## src/hw/cdg_defs.svh

```systemverilog
// constants for the commutation direction guard
`ifndef CDG_DEFS_SVH
`define CDG_DEFS_SVH

// --------------------------------------------------
// timing
// --------------------------------------------------
// oscillator period in ns as nominally set
`define CDG_OSC_PERIOD_NS 20000
`define CDG_CLK_PERIOD_NS 10
`define CDG_OSC_CYCLES (`CDG_OSC_PERIOD_NS / `CDG_CLK_PERIOD_NS)
// speed pulse width in clock cycles
`define CDG_PULSE_CYCLES 4
// direction shift register depth
`define CDG_SHIFT_DEPTH 2

// --------------------------------------------------
// reset values
// --------------------------------------------------
`define CDG_DIR_RESET 1'b0
`define CDG_DRIVE_OFF 3'h0

`endif

```

## src/hw/cdg_pkg.sv

```systemverilog
// types of the commutation direction guard
package cdg_pkg;

    typedef struct packed {
        logic [2:0] high_side_drive;
        logic [2:0] low_side_drive;
    } cdg_drive_t;

endpackage : cdg_pkg

```

## src/hw/cdg_top.sv

```systemverilog
// commutation direction guard: sensor decode, direction latch and pwm chop
`timescale 1ns/1ns
`include "cdg_defs.svh"

module cdg_top #(
    parameter int OSC_CYCLES = `CDG_OSC_CYCLES,
    parameter int PULSE_CYCLES = `CDG_PULSE_CYCLES
) (
    input wire logic i_sys_clk,
    input wire logic i_rst_n,
    input wire logic [2:0] i_rotor_sensor_lines,
    input wire logic i_dir,
    input wire logic i_speed_above,
    input wire logic i_pwm_trip,
    output logic [2:0] o_high_side_drive,
    output logic [2:0] o_low_side_drive,
    output logic o_speed_pulse,
    output logic o_osc_tick
);

    // the oscillator counter is 16 bits wide and the pulse counter 8 bits
    if (OSC_CYCLES < 2 || OSC_CYCLES > 65535)
    begin : g_bad_osc
        $error("cdg_top: OSC_CYCLES out of range");
    end
    if (PULSE_CYCLES < 1 || PULSE_CYCLES > 255)
    begin : g_bad_pulse
        $error("cdg_top: PULSE_CYCLES out of range");
    end

    // --------------------------------------------------
    // commutation table
    // --------------------------------------------------
    // codes 000 and 111 cannot come from 120 degree sensors, so they blank
    function automatic cdg_pkg::cdg_drive_t decode_phase(input logic [2:0] code,
                                                        input logic fwd);
        cdg_pkg::cdg_drive_t d;
        logic [2:0] hs;
        logic [2:0] ls;
        hs = `CDG_DRIVE_OFF;
        ls = `CDG_DRIVE_OFF;
        unique case (code)
            3'h1:
            begin
                hs = 3'h1;
                ls = 3'h2;
            end
            3'h3:
            begin
                hs = 3'h1;
                ls = 3'h4;
            end
            3'h2:
            begin
                hs = 3'h2;
                ls = 3'h4;
            end
            3'h6:
            begin
                hs = 3'h2;
                ls = 3'h1;
            end
            3'h4:
            begin
                hs = 3'h4;
                ls = 3'h1;
            end
            3'h5:
            begin
                hs = 3'h4;
                ls = 3'h2;
            end
            default:
            begin
                hs = `CDG_DRIVE_OFF;
                ls = `CDG_DRIVE_OFF;
            end
        endcase
        // reverse rotation swaps the upper and lower switch of each phase
        d.high_side_drive = fwd ? hs : ls;
        d.low_side_drive = fwd ? ls : hs;
        return d;
    endfunction : decode_phase

    // --------------------------------------------------
    // pwm oscillator
    // --------------------------------------------------
    logic [15:0] osc_count;
    logic [15:0] next_osc_count;
    logic osc_tick;

    // the tick marks the last count of a period, so a period is OSC_CYCLES long
    assign osc_tick = (osc_count == 16'(OSC_CYCLES - 1));

    always_comb
    begin
        if (osc_tick)
            next_osc_count = 16'h0000;
        else
            next_osc_count = osc_count + 16'h0001;
    end

    always_ff @(posedge i_sys_clk or negedge i_rst_n)
    begin
        if (!i_rst_n)
            osc_count <= 16'h0000;
        else
            osc_count <= next_osc_count;
    end

    // the observed tick trails the internal one by a clock, as all outputs are registered

    always_ff @(posedge i_sys_clk or negedge i_rst_n)
    begin
        if (!i_rst_n)
            o_osc_tick <= 1'b0;
        else
            o_osc_tick <= osc_tick;
    end

    // --------------------------------------------------
    // direction latch
    // --------------------------------------------------
    // the latch is modelled as a register updated every clock while open;
    // one clock of lag is far below one oscillator period
    logic dir_latch;
    logic next_dir_latch;

    // a fast motor keeps its sense: reversing it would dump stored energy
    always_comb
    begin
        if (i_speed_above)
            next_dir_latch = dir_latch;
        else
            next_dir_latch = i_dir;
    end

    always_ff @(posedge i_sys_clk or negedge i_rst_n)
    begin
        if (!i_rst_n)
            dir_latch <= `CDG_DIR_RESET;
        else
            dir_latch <= next_dir_latch;
    end

    // --------------------------------------------------
    // direction shift register
    // --------------------------------------------------
    logic [`CDG_SHIFT_DEPTH-1:0] dir_shift;
    logic [`CDG_SHIFT_DEPTH-1:0] next_dir_shift;

    // stage 0 takes the latch and each later stage its neighbour, all on one tick;
    // nothing moves between ticks, so a turn can never be instant
    assign next_dir_shift[0] = osc_tick ? dir_latch : dir_shift[0];

    for (genvar s = 1; s < `CDG_SHIFT_DEPTH; s++)
    begin : g_dir_stage
        assign next_dir_shift[s] = osc_tick ? dir_shift[s-1] : dir_shift[s];
    end

    always_ff @(posedge i_sys_clk or negedge i_rst_n)
    begin
        if (!i_rst_n)
            dir_shift <= {`CDG_SHIFT_DEPTH{`CDG_DIR_RESET}};
        else
            dir_shift <= next_dir_shift;
    end

    logic latch_busy;
    logic shift_busy;
    logic blank;

    // a turn is in flight while the latch differs from i_dir or the last stage from the latch; the
    // motor coasts meanwhile, which is the whole point of the guard
    assign latch_busy = (i_dir != dir_latch);
    assign shift_busy = (dir_latch != dir_shift[`CDG_SHIFT_DEPTH-1]);
    assign blank = latch_busy || shift_busy;

    // --------------------------------------------------
    // pwm latch
    // --------------------------------------------------
    logic pwm_on;
    logic next_pwm_on;

    // a trip in the tick cycle keeps the latch clear: the comparator has the
    // last word, so an over-limit phase is not switched on again
    always_comb
    begin
        if (i_pwm_trip)
            next_pwm_on = 1'b0;
        else if (osc_tick)
            next_pwm_on = 1'b1;
        else
            next_pwm_on = pwm_on;
    end

    always_ff @(posedge i_sys_clk or negedge i_rst_n)
    begin
        if (!i_rst_n)
            pwm_on <= 1'b0;
        else
            pwm_on <= next_pwm_on;
    end

    // --------------------------------------------------
    // drive outputs
    // --------------------------------------------------
    cdg_pkg::cdg_drive_t next_drive;

    always_comb
    begin
        next_drive = decode_phase(i_rotor_sensor_lines, dir_shift[`CDG_SHIFT_DEPTH-1]);
        if (blank)
        begin
            next_drive.high_side_drive = `CDG_DRIVE_OFF;
            next_drive.low_side_drive = `CDG_DRIVE_OFF;
        end
        else if (!pwm_on || i_pwm_trip)
        begin
            // only the high side chops; the low side keeps the return path
            next_drive.high_side_drive = `CDG_DRIVE_OFF;
        end
    end

    always_ff @(posedge i_sys_clk or negedge i_rst_n)
    begin
        if (!i_rst_n)
        begin
            o_high_side_drive <= `CDG_DRIVE_OFF;
            o_low_side_drive <= `CDG_DRIVE_OFF;
        end
        else
        begin
            o_high_side_drive <= next_drive.high_side_drive;
            o_low_side_drive <= next_drive.low_side_drive;
        end
    end

    // --------------------------------------------------
    // speed pulse on direction toggle
    // --------------------------------------------------
    logic dir_prev;
    logic dir_primed;
    logic dir_toggle;
    logic [7:0] pulse_count;
    logic [7:0] next_pulse_count;

    // dir_prev holds a real sample only one clock after reset, so a pin that
    // idles high does not fake a toggle at release
    always_ff @(posedge i_sys_clk or negedge i_rst_n)
    begin
        if (!i_rst_n)
        begin
            dir_prev <= `CDG_DIR_RESET;
            dir_primed <= 1'b0;
        end
        else
        begin
            dir_prev <= i_dir;
            dir_primed <= 1'b1;
        end
    end

    assign dir_toggle = dir_primed && (i_dir != dir_prev);

    // a further toggle restarts the pulse rather than queueing a second one
    always_comb
    begin
        if (dir_toggle)
            next_pulse_count = 8'(PULSE_CYCLES);
        else if (pulse_count != 8'h00)
            next_pulse_count = pulse_count - 8'h01;
        else
            next_pulse_count = pulse_count;
    end

    always_ff @(posedge i_sys_clk or negedge i_rst_n)
    begin
        if (!i_rst_n)
            pulse_count <= 8'h00;
        else
            pulse_count <= next_pulse_count;
    end

    always_ff @(posedge i_sys_clk or negedge i_rst_n)
    begin
        if (!i_rst_n)
            o_speed_pulse <= 1'b0;
        else
            o_speed_pulse <= dir_toggle || (pulse_count > 8'h01);
    end

endmodule : cdg_top

```

## config.mk

```make
export PLATFORM = sky130hd
export DESIGN_NAME = cdg_top
export DESIGN_NICKNAME = d
export VERILOG_FILES = /design/src/hw/cdg_pkg.sv /design/src/hw/cdg_top.sv
export VERILOG_INCLUDE_DIRS = /design/src /design/src/hw
export SDC_FILE = /design/constraint.sdc
export NUM_CORES = 1
export LEC_CHECK = 0
export BUFFER_PORTS_ARGS = -buffer_cell sky130_fd_sc_hd__buf_2
export CORE_ASPECT_RATIO = 2
export CORE_MARGIN = 8
export CORE_UTILIZATION = 50
export CTS_CLUSTER_DIAMETER = 50
export DETAILED_ROUTE_END_ITERATION = 16
export PLACE_DENSITY = 0.69
export SYNTH_ARGS = -nofsm -noshare
export SYNTH_HDL_FRONTEND = slang
export SYNTH_SLANG_ARGS = --single-unit
```

## constraint.sdc

```tcl
create_clock -name i_sys_clk -period 2.9 [get_ports i_sys_clk]
set_clock_uncertainty 0.05 [all_clocks]
set_input_delay 0.58 -clock i_sys_clk [delete_from_list [all_inputs] [get_ports i_sys_clk]]
set_output_delay 0.58 -clock i_sys_clk [all_outputs]
set_load 0.02 [all_outputs]
```

-- Word-level counts from Yosys, hierarchy flattened
Cells that the tools add are included.
- magnitude comparators: 1
- reductions and logical operators: 14
- equality and inequality tests: 10
- multiplexer cells: 12
- add/subtract/negate cells: 2
- operators by type and width (cell ; number):
    3-bit one-hot mux with 3 select lines ; 2
    16-bit by 1-bit adder with 16-bit output, second input constant ; 1
    16-bit by 11-bit == test with 1-bit output, second input constant ; 1
    16-bit 2-to-1 mux ; 1
    8-bit 2-to-1 mux ; 2
    3-bit 2-to-1 mux ; 5
    2-bit OR reduction ; 6
    3-bit == test, second input constant ; 3
    8-bit by 1-bit > comparator with 1-bit output, second input constant ; 1
    8-bit nonzero test ; 1
    8-bit by 1-bit subtractor with 8-bit output, second input constant ; 1
    3-bit by 2-bit == test with 1-bit output, second input constant ; 2
    2-bit nonzero test ; 2
    3-bit by 1-bit == test with 1-bit output, second input constant ; 1
    1-bit logical OR ; 3
    1-bit inequality test ; 3
    1-bit 2-to-1 mux ; 2
    1-bit logical AND ; 1
    1-bit zero test ; 1
- output and inout bits: 8
- register bits after elaboration: 38
- word-level logic and storage cells: 50
- input bits: 8

-- Longest topological paths before layout
Gate-level depths: netlist of run 1.
- word-level depth: 6
- mapped depth: 6
- depth with buffers taken out: 6

-- Worst setup path before layout of run 1
OpenSTA, ideal clock, no wires.
- path kind: reg2reg
- start: register osc_count[12]
- end: register dir_shift[0]
- library setup time: 125 ps
- required time: 2725 ps
- cell stages (with the launch flop): 5
- arrival: 1916 ps
- path buffers: 0
- period minus slack after synthesis: 2091 ps
- path slack: 809 ps
- cells stage by stage: dfrtp_1 -> or4_4 -> nor4_4 -> nor3b_4 -> mux2_4
- longest elaborated chain between the ends: 1
- ends and longest elaborated chain (element ; line ; source):
    start: declaration ; cdg_top.sv:88 ; logic [15:0] osc_count;
    start signal: assignment ; cdg_top.sv:108 ; osc_count <= next_osc_count;
    16-bit by 11-bit == test with 1-bit output ; cdg_top.sv:93 ; assign osc_tick = (osc_count == 16'(OSC_CYCLES - 1));
    end signal: assignment ; cdg_top.sv:164 ; dir_shift <= {`CDG_SHIFT_DEPTH{`CDG_DIR_RESET}};
    end signal: assignment ; cdg_top.sv:166 ; dir_shift <= next_dir_shift;
    end: declaration ; cdg_top.sv:149 ; logic [`CDG_SHIFT_DEPTH-1:0] dir_shift;
Every way passes these cells.
A chain may end at the register's enable or synchronous reset.

-- Worst setup path after layout of run 1
Ends and elaborated chain as after synthesis.

==> results.sh, run 1 <==
export IMPL_status="finished clean"
export IMPL_detailedRoute_firstPassIterationCount=4
export IMPL_worst_setup_path_start_kind="register"
export IMPL_yosysWarningCount=0
export IMPL_max_clock_path_buffers=2
export IMPL_io_pin_count=16
export IMPL_final_hold_violation_count=0
export IMPL_gpl_final_weighted_congestion=0.7781
export IMPL_seq_total_area_yosys_pct=53.22
export IMPL_start_util_pct=50.62
export IMPL_final_cell_count_no_fill=229
export IMPL_worst_slack_ns=0.6945
export IMPL_combined_area_of_all_synthesized_cells_mm2=0.001787
export IMPL_avgViaCountPerCell=5.066
export IMPL_final_period_utilization_pct=76.05
export IMPL_cts_sinks=38
export IMPL_fin_util_pct=56.54
export IMPL_path_cells="or4_4 -> nor4_4 -> nor3b_4 -> mux2_4"
export IMPL_detail_route_iter0_violations=16
export IMPL_nets=191
export IMPL_layout_commonest_cell="dfrtp_1"
export IMPL_path_clk_slew_ns=0.07
export IMPL_slew_viol_final=0
export IMPL_dieWidth_um=58.27
export IMPL_synth_adder_area_share_pct=2.801
export IMPL_grt_antenna_before_repair=0
export IMPL_layout_min_cycle_time_ns=2.206
export IMPL_vdd_ir_drop_max_mv=0.3721
export IMPL_drive_gt1_share_pct=18.33
export IMPL_number_of_register_bits_inferred_by_synthesis=38
export IMPL_power_share_clock_pct=27.7
export IMPL_switchingPower_uw=380.4
export IMPL_port_buffers=15
export IMPL_cts_root_buffer_cell="clkbuf_8"
export IMPL_post_synth_cell_types=39
export IMPL_antennaDiodeCount=0
export IMPL_grt_pass1_wl_mm=5.030
export IMPL_post_cts_hold_buffer_count=0
export IMPL_area_growth_pct=11.69
export IMPL_rsz_0062_raised_after_global_routing="false"
export IMPL_cts_repair_resized=0
export IMPL_cp_max_stage_cell="or4_4"
export IMPL_route_detailed_drc=0
export IMPL_grt_pass1_vias=1140
export IMPL_htreeDepth=2
export IMPL_dp_cells=221
export IMPL_postSynthAreaPerCell_um2=11.17
export IMPL_syn_instance_count=160
export IMPL_critPathRequiredTime_ns=3.02
export IMPL_crit_family="simple AND/OR/NAND/NOR gates"
export IMPL_fp_dieArea_mm2=0.005858
export IMPL_tightest_slew_ns=0.8103
export IMPL_slew_headroom_pct=45.98
export IMPL_report_final_setup_viol=0
export IMPL_synth_async_reset_ratio_pct=100.0
export IMPL_cts_setup_buffers=0
export IMPL_combPwrFrac_pct=22.1
export IMPL_power_density_mw_per_mm2=645.3
export IMPL_drt_wirelength_per_cell_um=12.41
export IMPL_maximum_achievable_frequency_mhz=453.4
export IMPL_syn_num_nets=172
export IMPL_die_h_um=100.5
export IMPL_cp_arrival_ns=2.32
export IMPL_tritoncts="built"
export IMPL_cts_buffers_inserted=5
export IMPL_cell_internal_pwr_uw=907.4
export IMPL_global_route_overflow=0
export IMPL_dr_total_vias=1160
export IMPL_timing_critical_path_slowest_cell_delay_ns=0.56
export IMPL_synth_simple_gate_area_share_pct=21.85
export IMPL_hpwlAfterDp_mm=2.065
export IMPL_most_common_layout_cells="dfrtp_1 (38), nor2_1 (17), buf_2 (15), xnor2_1 (10), nand3_1 (8)"
export IMPL_grt_max_degree=39
export IMPL_synth_main_ff_cell="dfrtp_1"
export IMPL_power_frac_seq_pct=50.1
export IMPL_fin_tns_setup_ns=0
export IMPL_synth_area_mux_share_pct=4.552
export IMPL_clk_insertion_delay_late_ns=0.29
export IMPL_min_path_type="in -> async"
export IMPL_synth_enable_flop_cells=0
export IMPL_detail_route_wirelength_mm=2.842
export IMPL_fin_hold_ws_ns=0.3287
export IMPL_synth_top_family_by_area="simple AND/OR/NAND/NOR gates"
export IMPL_power_switching_share_pct=29.54
export IMPL_post_synth_xor_area_fraction_pct=8.333
export IMPL_path_class="reg -> reg"
export IMPL_synth_compound_gate_area_share_pct=6.723
export IMPL_drv_max_cap_violation_count=0
export IMPL_coreArea_mm2=0.003530
export IMPL_path_max_fanout=10
export IMPL_power_leakage_uw=0.0009104
export IMPL_drtAntennaViolNets=0
export IMPL_rows=31
export IMPL_grt_usage_pct=11.04
export IMPL_worst_setup_path_end_kind="register"
export IMPL_worst_path_buf_inv=0
export IMPL_dpl_worst_slack_ns=0.6869
-- per-stage QoR --
| step | total power [uW] | instance area [um2] |
|---|---|---|
| floorplan | 870.1 | 1787 |
| CTS | 1308 | 1996 |
| detailed placement | 939.4 | 1904 |
| global placement | 934.7 | 1904 |
| finish | 1288 | 1996 |
| global route | 1385 | 1996 |
-- metal layers --
metal  track usage (%)  up-vias  share of wire [%]
li1                  -      593                  -
met1             13.41      543                 47
met2             15.74       18                 44
met3             4.731        6                6.7
met4             6.274        0                2.2
met5                 0        -                  0
-- cell families after synthesis --
family	after synthesis
adder cells (fa/ha/maj)	4
AND/OR/NAND/NOR	66
buffers and inverters	9
other	1
multiplexers	7
AO/OA/AOI/OAI	18
XOR/XNOR	17
flip-flops	38
-- synth_stat cells, drive strengths merged, types with 4 or more instances --
cell    number  area (um2)
mux2i        4       40.04
nor3         6       30.03
inv          6       22.52
nand3        9       50.05
dfrtp       38       950.9
nand2b       7       43.79
xor2         7       61.31
nor2        17       63.81
nor4         4       40.04
xnor2       10       87.58
ha           4       50.05
or4          5       41.29
nand2        4       15.01
o21ai        4       20.02
-- power by group through the flow --
| stage | Clock (uW) | Combinational, uW | Sequential, uW |
|---|---|---|---|
| finish | 357 | 285 | 645 |
| global route | 397 | 331 | 657 |
| CTS | 376 | 287 | 645 |
| detailed placement | 0 | 284 | 655 |
| global placement | 0 | 281 | 654 |
| floorplan | 0 | 220 | 650 |
-- worst reg2reg max path: stages, from the launching register on --
cell     delay, ns
dfrtp_1       0.41
or4_4         0.56
nor4_4        0.26
nor3b_4       0.46
mux2_4        0.34
-- flip-flops by register name, indices dropped and copies added, names as in the netlist --
name / flops
dir_latch: 1
dir_prev: 1
o_speed_pulse: 1
o_low_side_drive: 3
dir_shift: 2
pwm_on: 1
dir_primed: 1
osc_count: 16
o_osc_tick: 1
o_high_side_drive: 3
pulse_count: 8
-- path summary, 6_finish.rpt --
| path | from | to | slack, ns | cells past startpoint |
|---|---|---|---|---|
| worst max-delay path | osc_count[12] | dir_shift[0] | 0.69 | 4 |
| worst min-delay path | i_rst_n | o_osc_tick | 0.33 | 1 |
| worst max register to register | osc_count[12] | dir_shift[0] | 0.69 | 4 |
| worst min register to register | osc_count[15] | osc_count[15] | 0.44 | 1 |
| max in group asynchronous | i_rst_n | pulse_count[1] | 1.95 | 1 |
| min in group i_sys_clk | i_dir | dir_prev | 0.43 | 1 |
-- cell type report --
cell class	count	area (um2)
clock buffers	7	86.33
clock inverters	1	5.005
fillers	297	1534
inverters	6	22.52
multi-input cells	113	794.5
flip-flops and latches	38	950.9
well taps	49	61.31
repair buffers	15	75.07
Note: power is estimated with default switching activity, not from simulation.
==> run 2, diff against run 1 <==
Settings changed: PLACE_DENSITY 0.69 to 0.72.
Clock period 2.9 ns to 2 ns, I/O delays scaled along.
==> results.sh, run 2 (synthesis gave the netlist of run 1 again) <==
export IMPL_rows=31
export IMPL_grt_usage_pct=12.73
export IMPL_cp_max_stage_cell="or4_4"
export IMPL_drv_max_cap_violation_count=0
export IMPL_layout_min_cycle_time_ns=1.994
export IMPL_port_buffers=15
export IMPL_report_final_setup_viol=0
export IMPL_htreeDepth=2
export IMPL_global_route_overflow=0
export IMPL_die_h_um=100.5
export IMPL_reg_top3="osc_count x16, pulse_count x8"
export IMPL_route_detailed_drc=0
export IMPL_crit_reg2reg_capture="dir_shift[0]"
export IMPL_grt_pass1_vias=1277
export IMPL_final_period_utilization_pct=99.68
export IMPL_top_register="osc_count"
export IMPL_critPathRequiredTime_ns=2.13
export IMPL_largest_register_ff_count=16
export IMPL_slew_viol_final=0
export IMPL_rr_startpoint="osc_count[15]"
export IMPL_clk_insertion_delay_late_ns=0.29
export IMPL_cts_root_buffer_cell="clkbuf_8"
export IMPL_tritoncts="built"
export IMPL_rsz_0062_raised_after_global_routing="true"
export IMPL_hpwlAfterDp_mm=2.299
export IMPL_cts_buffers_inserted=5
export IMPL_totalPowerFinal_uw=2037
export IMPL_nets=199
export IMPL_fin_util_pct=58.74
export IMPL_gpl_final_weighted_congestion=0.8034
export IMPL_worst_setup_path_start_kind="register"
export IMPL_drive_gt1_share_pct=22.34
export IMPL_area_growth_pct=16.04
export IMPL_dr_total_vias=1190
export IMPL_avgViaCountPerCell=5.021
export IMPL_max_clock_path_buffers=2
export IMPL_detailedRoute_firstPassIterationCount=4
export IMPL_fp_dieArea_mm2=0.005858
export IMPL_rr_worst_depth=4
export IMPL_start_util_pct=50.62
export IMPL_vdd_ir_drop_max_mv=0.4955
export IMPL_final_hold_violation_count=0
export IMPL_grt_max_degree=39
export IMPL_timing_critical_path_slowest_cell_delay_ns=0.57
export IMPL_antennaDiodeCount=0
export IMPL_power_leakage_uw=0.0009595
export IMPL_path_class="reg -> reg"
export IMPL_grt_pass1_wl_mm=5.809
export IMPL_slew_headroom_pct=65.81
export IMPL_place_area_mm2=0.001957
export IMPL_path_clk_slew_ns=0.07
export IMPL_dieWidth_um=58.27
export IMPL_path_max_fanout=5
export IMPL_worst_setup_path_end_kind="register"
export IMPL_detail_route_wirelength_mm=3.211
export IMPL_maximum_achievable_frequency_mhz=501.6
export IMPL_worst_slack_ns=0.006451
export IMPL_dpl_worst_slack_ns=0.01752
export IMPL_coreArea_mm2=0.003530
export IMPL_tightest_slew_ns=0.4999
export IMPL_nFillCells=287
export IMPL_final_cell_area_mm2=0.002073
export IMPL_r2r_setup_slack_ns=0.006
export IMPL_min_path_type="in -> async"
export IMPL_path_cells="or4_4 -> nor4_4 -> nor3b_4 -> mux2_4"
export IMPL_io_pin_count=16
export IMPL_grt_antenna_before_repair=0
export IMPL_power_density_mw_per_mm2=982.3
export IMPL_most_common_layout_cells="dfrtp_1 (38), nor2_1 (17), buf_2 (15), xnor2_1 (10)"
export IMPL_drtAntennaViolNets=0
export IMPL_cts_sinks=38
export IMPL_fin_tns_setup_ns=0
export IMPL_status="finished clean"
export IMPL_cp_arrival_ns=2.12
export IMPL_layout_commonest_cell="dfrtp_1"
export IMPL_drt_wirelength_per_cell_um=13.55
export IMPL_detail_route_iter0_violations=16
## run 2: report_power, final
| part | total (uW) | switching, uW | internal [uW] |
|---|---|---|---|
| Clock | 635 | 268 | 367 |
| Sequential | 942 | 87.1 | 855 |
| Combinational | 459 | 249 | 210 |
| Total | 2040 | 604 | 1430 |
## run 2: repair_timing
action | in CTS | in global routing
buffers inserted | 0 | 1
gates resized for setup | 0 | 0
setup endpoints to repair | 0 | 9
hold buffers | 0 | 0
## run 2: stage by stage
| step | std cells | hold WS [ns] |
|---|---|---|
| 2_1_floorplan | 160 | 0.05441 |
| 3_3_place_gp | 228 | 0.4144 |
| 3_5_place_dp | 228 | 0.4226 |
| 4_1_cts | 236 | 0.1033 |
| 5_1_grt | 237 | 0.1369 |
| 6_report | 237 | 0.08604 |
## run 2: layer usage
layer | track usage [%] | vias up | part of all wire (%)
met5 | 0 | - | 0
met4 | 7.605 | 0 | 2.3
met3 | 3.836 | 8 | 4.1
met2 | 19.59 | 19 | 48
met1 | 14.99 | 556 | 46
li1 | - | 607 | -
## run 2: worst max path at each step
stage	slack [ns]	start	cells past startpoint	endpoint
finish	0.006	osc_count[15]	4	dir_shift[0]
global route	-0.09	osc_count[15]	4	dir_shift[0]
CTS	0.001	osc_count[15]	4	dir_shift[0]
detailed placement	0.02	osc_count[15]	4	dir_shift[0]
global placement	0.09	osc_count[15]	4	dir_shift[1]
floorplan	0.01	osc_count[15]	4	dir_shift[0]
## run 2: cell type report
class / count / area (um2) / area share (%)
well taps: 49 / 61.31 / 2.957
inverters: 6 / 22.52 / 1.086
repair buffers: 23 / 135.1 / 6.518
multi-input cells: 113 / 794.5 / 38.32
flip-flops and latches: 38 / 950.9 / 45.87
clock inverters: 3 / 40.04 / 1.931
clock buffers: 5 / 68.82 / 3.319
## run 2: critical path: cells and delay by family (launching register included)
kind / cells / cell delay [ns]
DFF: 1 / 0.39
muxes: 1 / 0.34
and+or+nand+nor: 3 / 1.10
==> run 3, diff against run 2 <==
Clock period 2 ns to 1.6 ns, I/O delays scaled along.
==> results.sh, run 3 (synthesis gave the netlist of run 1 again) <==
export IMPL_fin_util_pct=66.89
export IMPL_detail_route_wirelength_mm=3.620
export IMPL_io_pin_count=16
export IMPL_cts_root_buffer_cell="clkbuf_8"
export IMPL_crit_family="simple AND/OR/NAND/NOR gates"
export IMPL_max_clock_path_buffers=2
export IMPL_cts_sinks=38
export IMPL_drtAntennaViolNets=0
export IMPL_combPwrFrac_pct=31.2
export IMPL_final_hold_violation_count=0
export IMPL_worst_slack_ns=-0.3271
export IMPL_fp_dieArea_mm2=0.005858
export IMPL_met3_length_um=158
export IMPL_path_clk_slew_ns=0.07
export IMPL_power_share_clock_pct=26.6
export IMPL_hpwlAfterDp_mm=2.517
export IMPL_gpl_final_weighted_congestion=0.8222
export IMPL_rsz_0062_raised_after_global_routing="true"
export IMPL_layout_commonest_cell="dfrtp_1"
export IMPL_grt_pass1_vias=1404
export IMPL_port_buffers=15
export IMPL_slew_viol_final=0
export IMPL_power_density_mw_per_mm2=1198
export IMPL_met2RoutedLength_mm=1.844
export IMPL_top_register="osc_count"
export IMPL_dieWidth_um=58.27
export IMPL_post_cts_hold_buffer_count=0
export IMPL_report_final_setup_viol=11
export IMPL_final_period_utilization_pct=120.4
export IMPL_drv_max_cap_violation_count=0
export IMPL_route_layer_met1_wl_mm=1.541
export IMPL_avgViaCountPerCell=5.163
export IMPL_grt_antenna_before_repair=0
export IMPL_power_switching_share_pct=31.47
export IMPL_power_leakage_uw=0.001098
export IMPL_tritoncts="built"
export IMPL_antennaDiodeCount=0
export IMPL_status="finished, violations left"
export IMPL_worst_setup_path_start_kind="register"
export IMPL_switchingPower_uw=890.4
export IMPL_detailedRoute_firstPassIterationCount=4
export IMPL_reg_top3="osc_count x16, pulse_count x8"
export IMPL_drive_gt1_share_pct=38.79
export IMPL_path_cells="or4_4 -> nor4_4 -> nor3b_4 -> mux2_4"
export IMPL_final_cell_area_mm2=0.002361
export IMPL_route_detailed_drc=0
export IMPL_htreeDepth=2
export IMPL_maximum_achievable_frequency_mhz=518.9
export IMPL_rows=31
export IMPL_violations="setup timing"
export IMPL_fin_hold_ws_ns=0.01273
export IMPL_place_area_mm2=0.002131
export IMPL_cell_internal_pwr_uw=1939
export IMPL_grt_pass1_wl_mm=6.106
export IMPL_cts_buffers_inserted=5
export IMPL_nets=225
export IMPL_worst_setup_path_end_kind="register"
export IMPL_layout_min_cycle_time_ns=1.927
export IMPL_vdd_ir_drop_max_mv=0.8887
export IMPL_grt_max_degree=39
export IMPL_power_frac_seq_pct=42.2
export IMPL_coreArea_mm2=0.003530
export IMPL_critPathRequiredTime_ns=1.73
export IMPL_nFillCells=260
export IMPL_die_h_um=100.5
export IMPL_timing_critical_path_slowest_cell_delay_ns=0.56
export IMPL_largest_register_ff_count=16
export IMPL_detail_route_iter0_violations=13
export IMPL_path_max_fanout=5
export IMPL_multiInputGateArea_um2=883.3
export IMPL_clk_insertion_delay_late_ns=0.29
export IMPL_layout_area_seq_um2=953.4
export IMPL_top_layer_used="met4"
export IMPL_start_util_pct=50.62
export IMPL_r2r_setup_slack_ns=-0.33
export IMPL_min_path_type="in -> async"
export IMPL_drt_wirelength_per_cell_um=13.76
export IMPL_area_growth_pct=32.14
export IMPL_dr_total_vias=1358
export IMPL_grt_usage_pct=13.45
export IMPL_cp_arrival_ns=2.05
export IMPL_worst_path_buf_inv=0
export IMPL_most_common_layout_cells="dfrtp_1 (36), buf_4 (34), nor2_1 (16), buf_2 (15), xnor2_1 (10)"
export IMPL_path_class="reg -> reg"
export IMPL_cp_max_stage_cell="or4_4"
export IMPL_global_route_overflow=0
==> run 3: cell type report <==
| class | instances | area share [%] |
|---|---|---|
| timing repair buffer | 49 | 13.99 |
| multi-input combinational | 113 | 37.41 |
| tap | 49 | 2.597 |
| clock buffer | 8 | 4.664 |
| sequential | 38 | 40.38 |
| inverter | 6 | 0.9539 |
==> run 3: what timing repair did <==
item,in CTS,in global routing
resized for setup,6,13
setup buffers,0,4
gates cloned,0,0
pin swaps,0,7
setup endpoints to repair,16,23
==> run 3: final timing paths <==
check	startpoint	endpoint	cells after the start
setup / recovery	osc_count[15]	dir_shift[0]	4
hold / removal	i_rst_n	o_osc_tick	2
setup reg to reg	osc_count[15]	dir_shift[0]	4
hold reg to reg	pwm_on	pwm_on	1
max in group asynchronous	i_rst_n	pulse_count[2]	2
min in group i_sys_clk	i_dir	dir_prev	1
==> run 3: power by group through the flow <==
stage	Sequential [uW]	Combinational, uW	Clock (uW)
floorplan	1180	403	0
global placement	1170	643	0
detailed placement	1180	663	0
CTS	1170	742	777
global route	1210	980	813
finish	1190	883	753
==> run 3: metrics by stage <==
stage	instances	power (uW)	TNS [ns]	worst slack, ns
2_1_floorplan	160	1582	-2.178	-0.3862
3_3_place_gp	251	1816	-2.318	-0.2999
3_5_place_dp	251	1844	-2.576	-0.3247
4_1_cts	259	2686	-2.652	-0.3304
5_1_grt	263	2998	-3.634	-0.3743
6_report	263	2830	-2.693	-0.3271
==> run 3: routing by layer <==
layer	vias up	global-route usage (%)
met5	-	0
met4	0	6.084
met3	10	4.348
met2	28	21.90
met1	660	15.38
li1	660	-
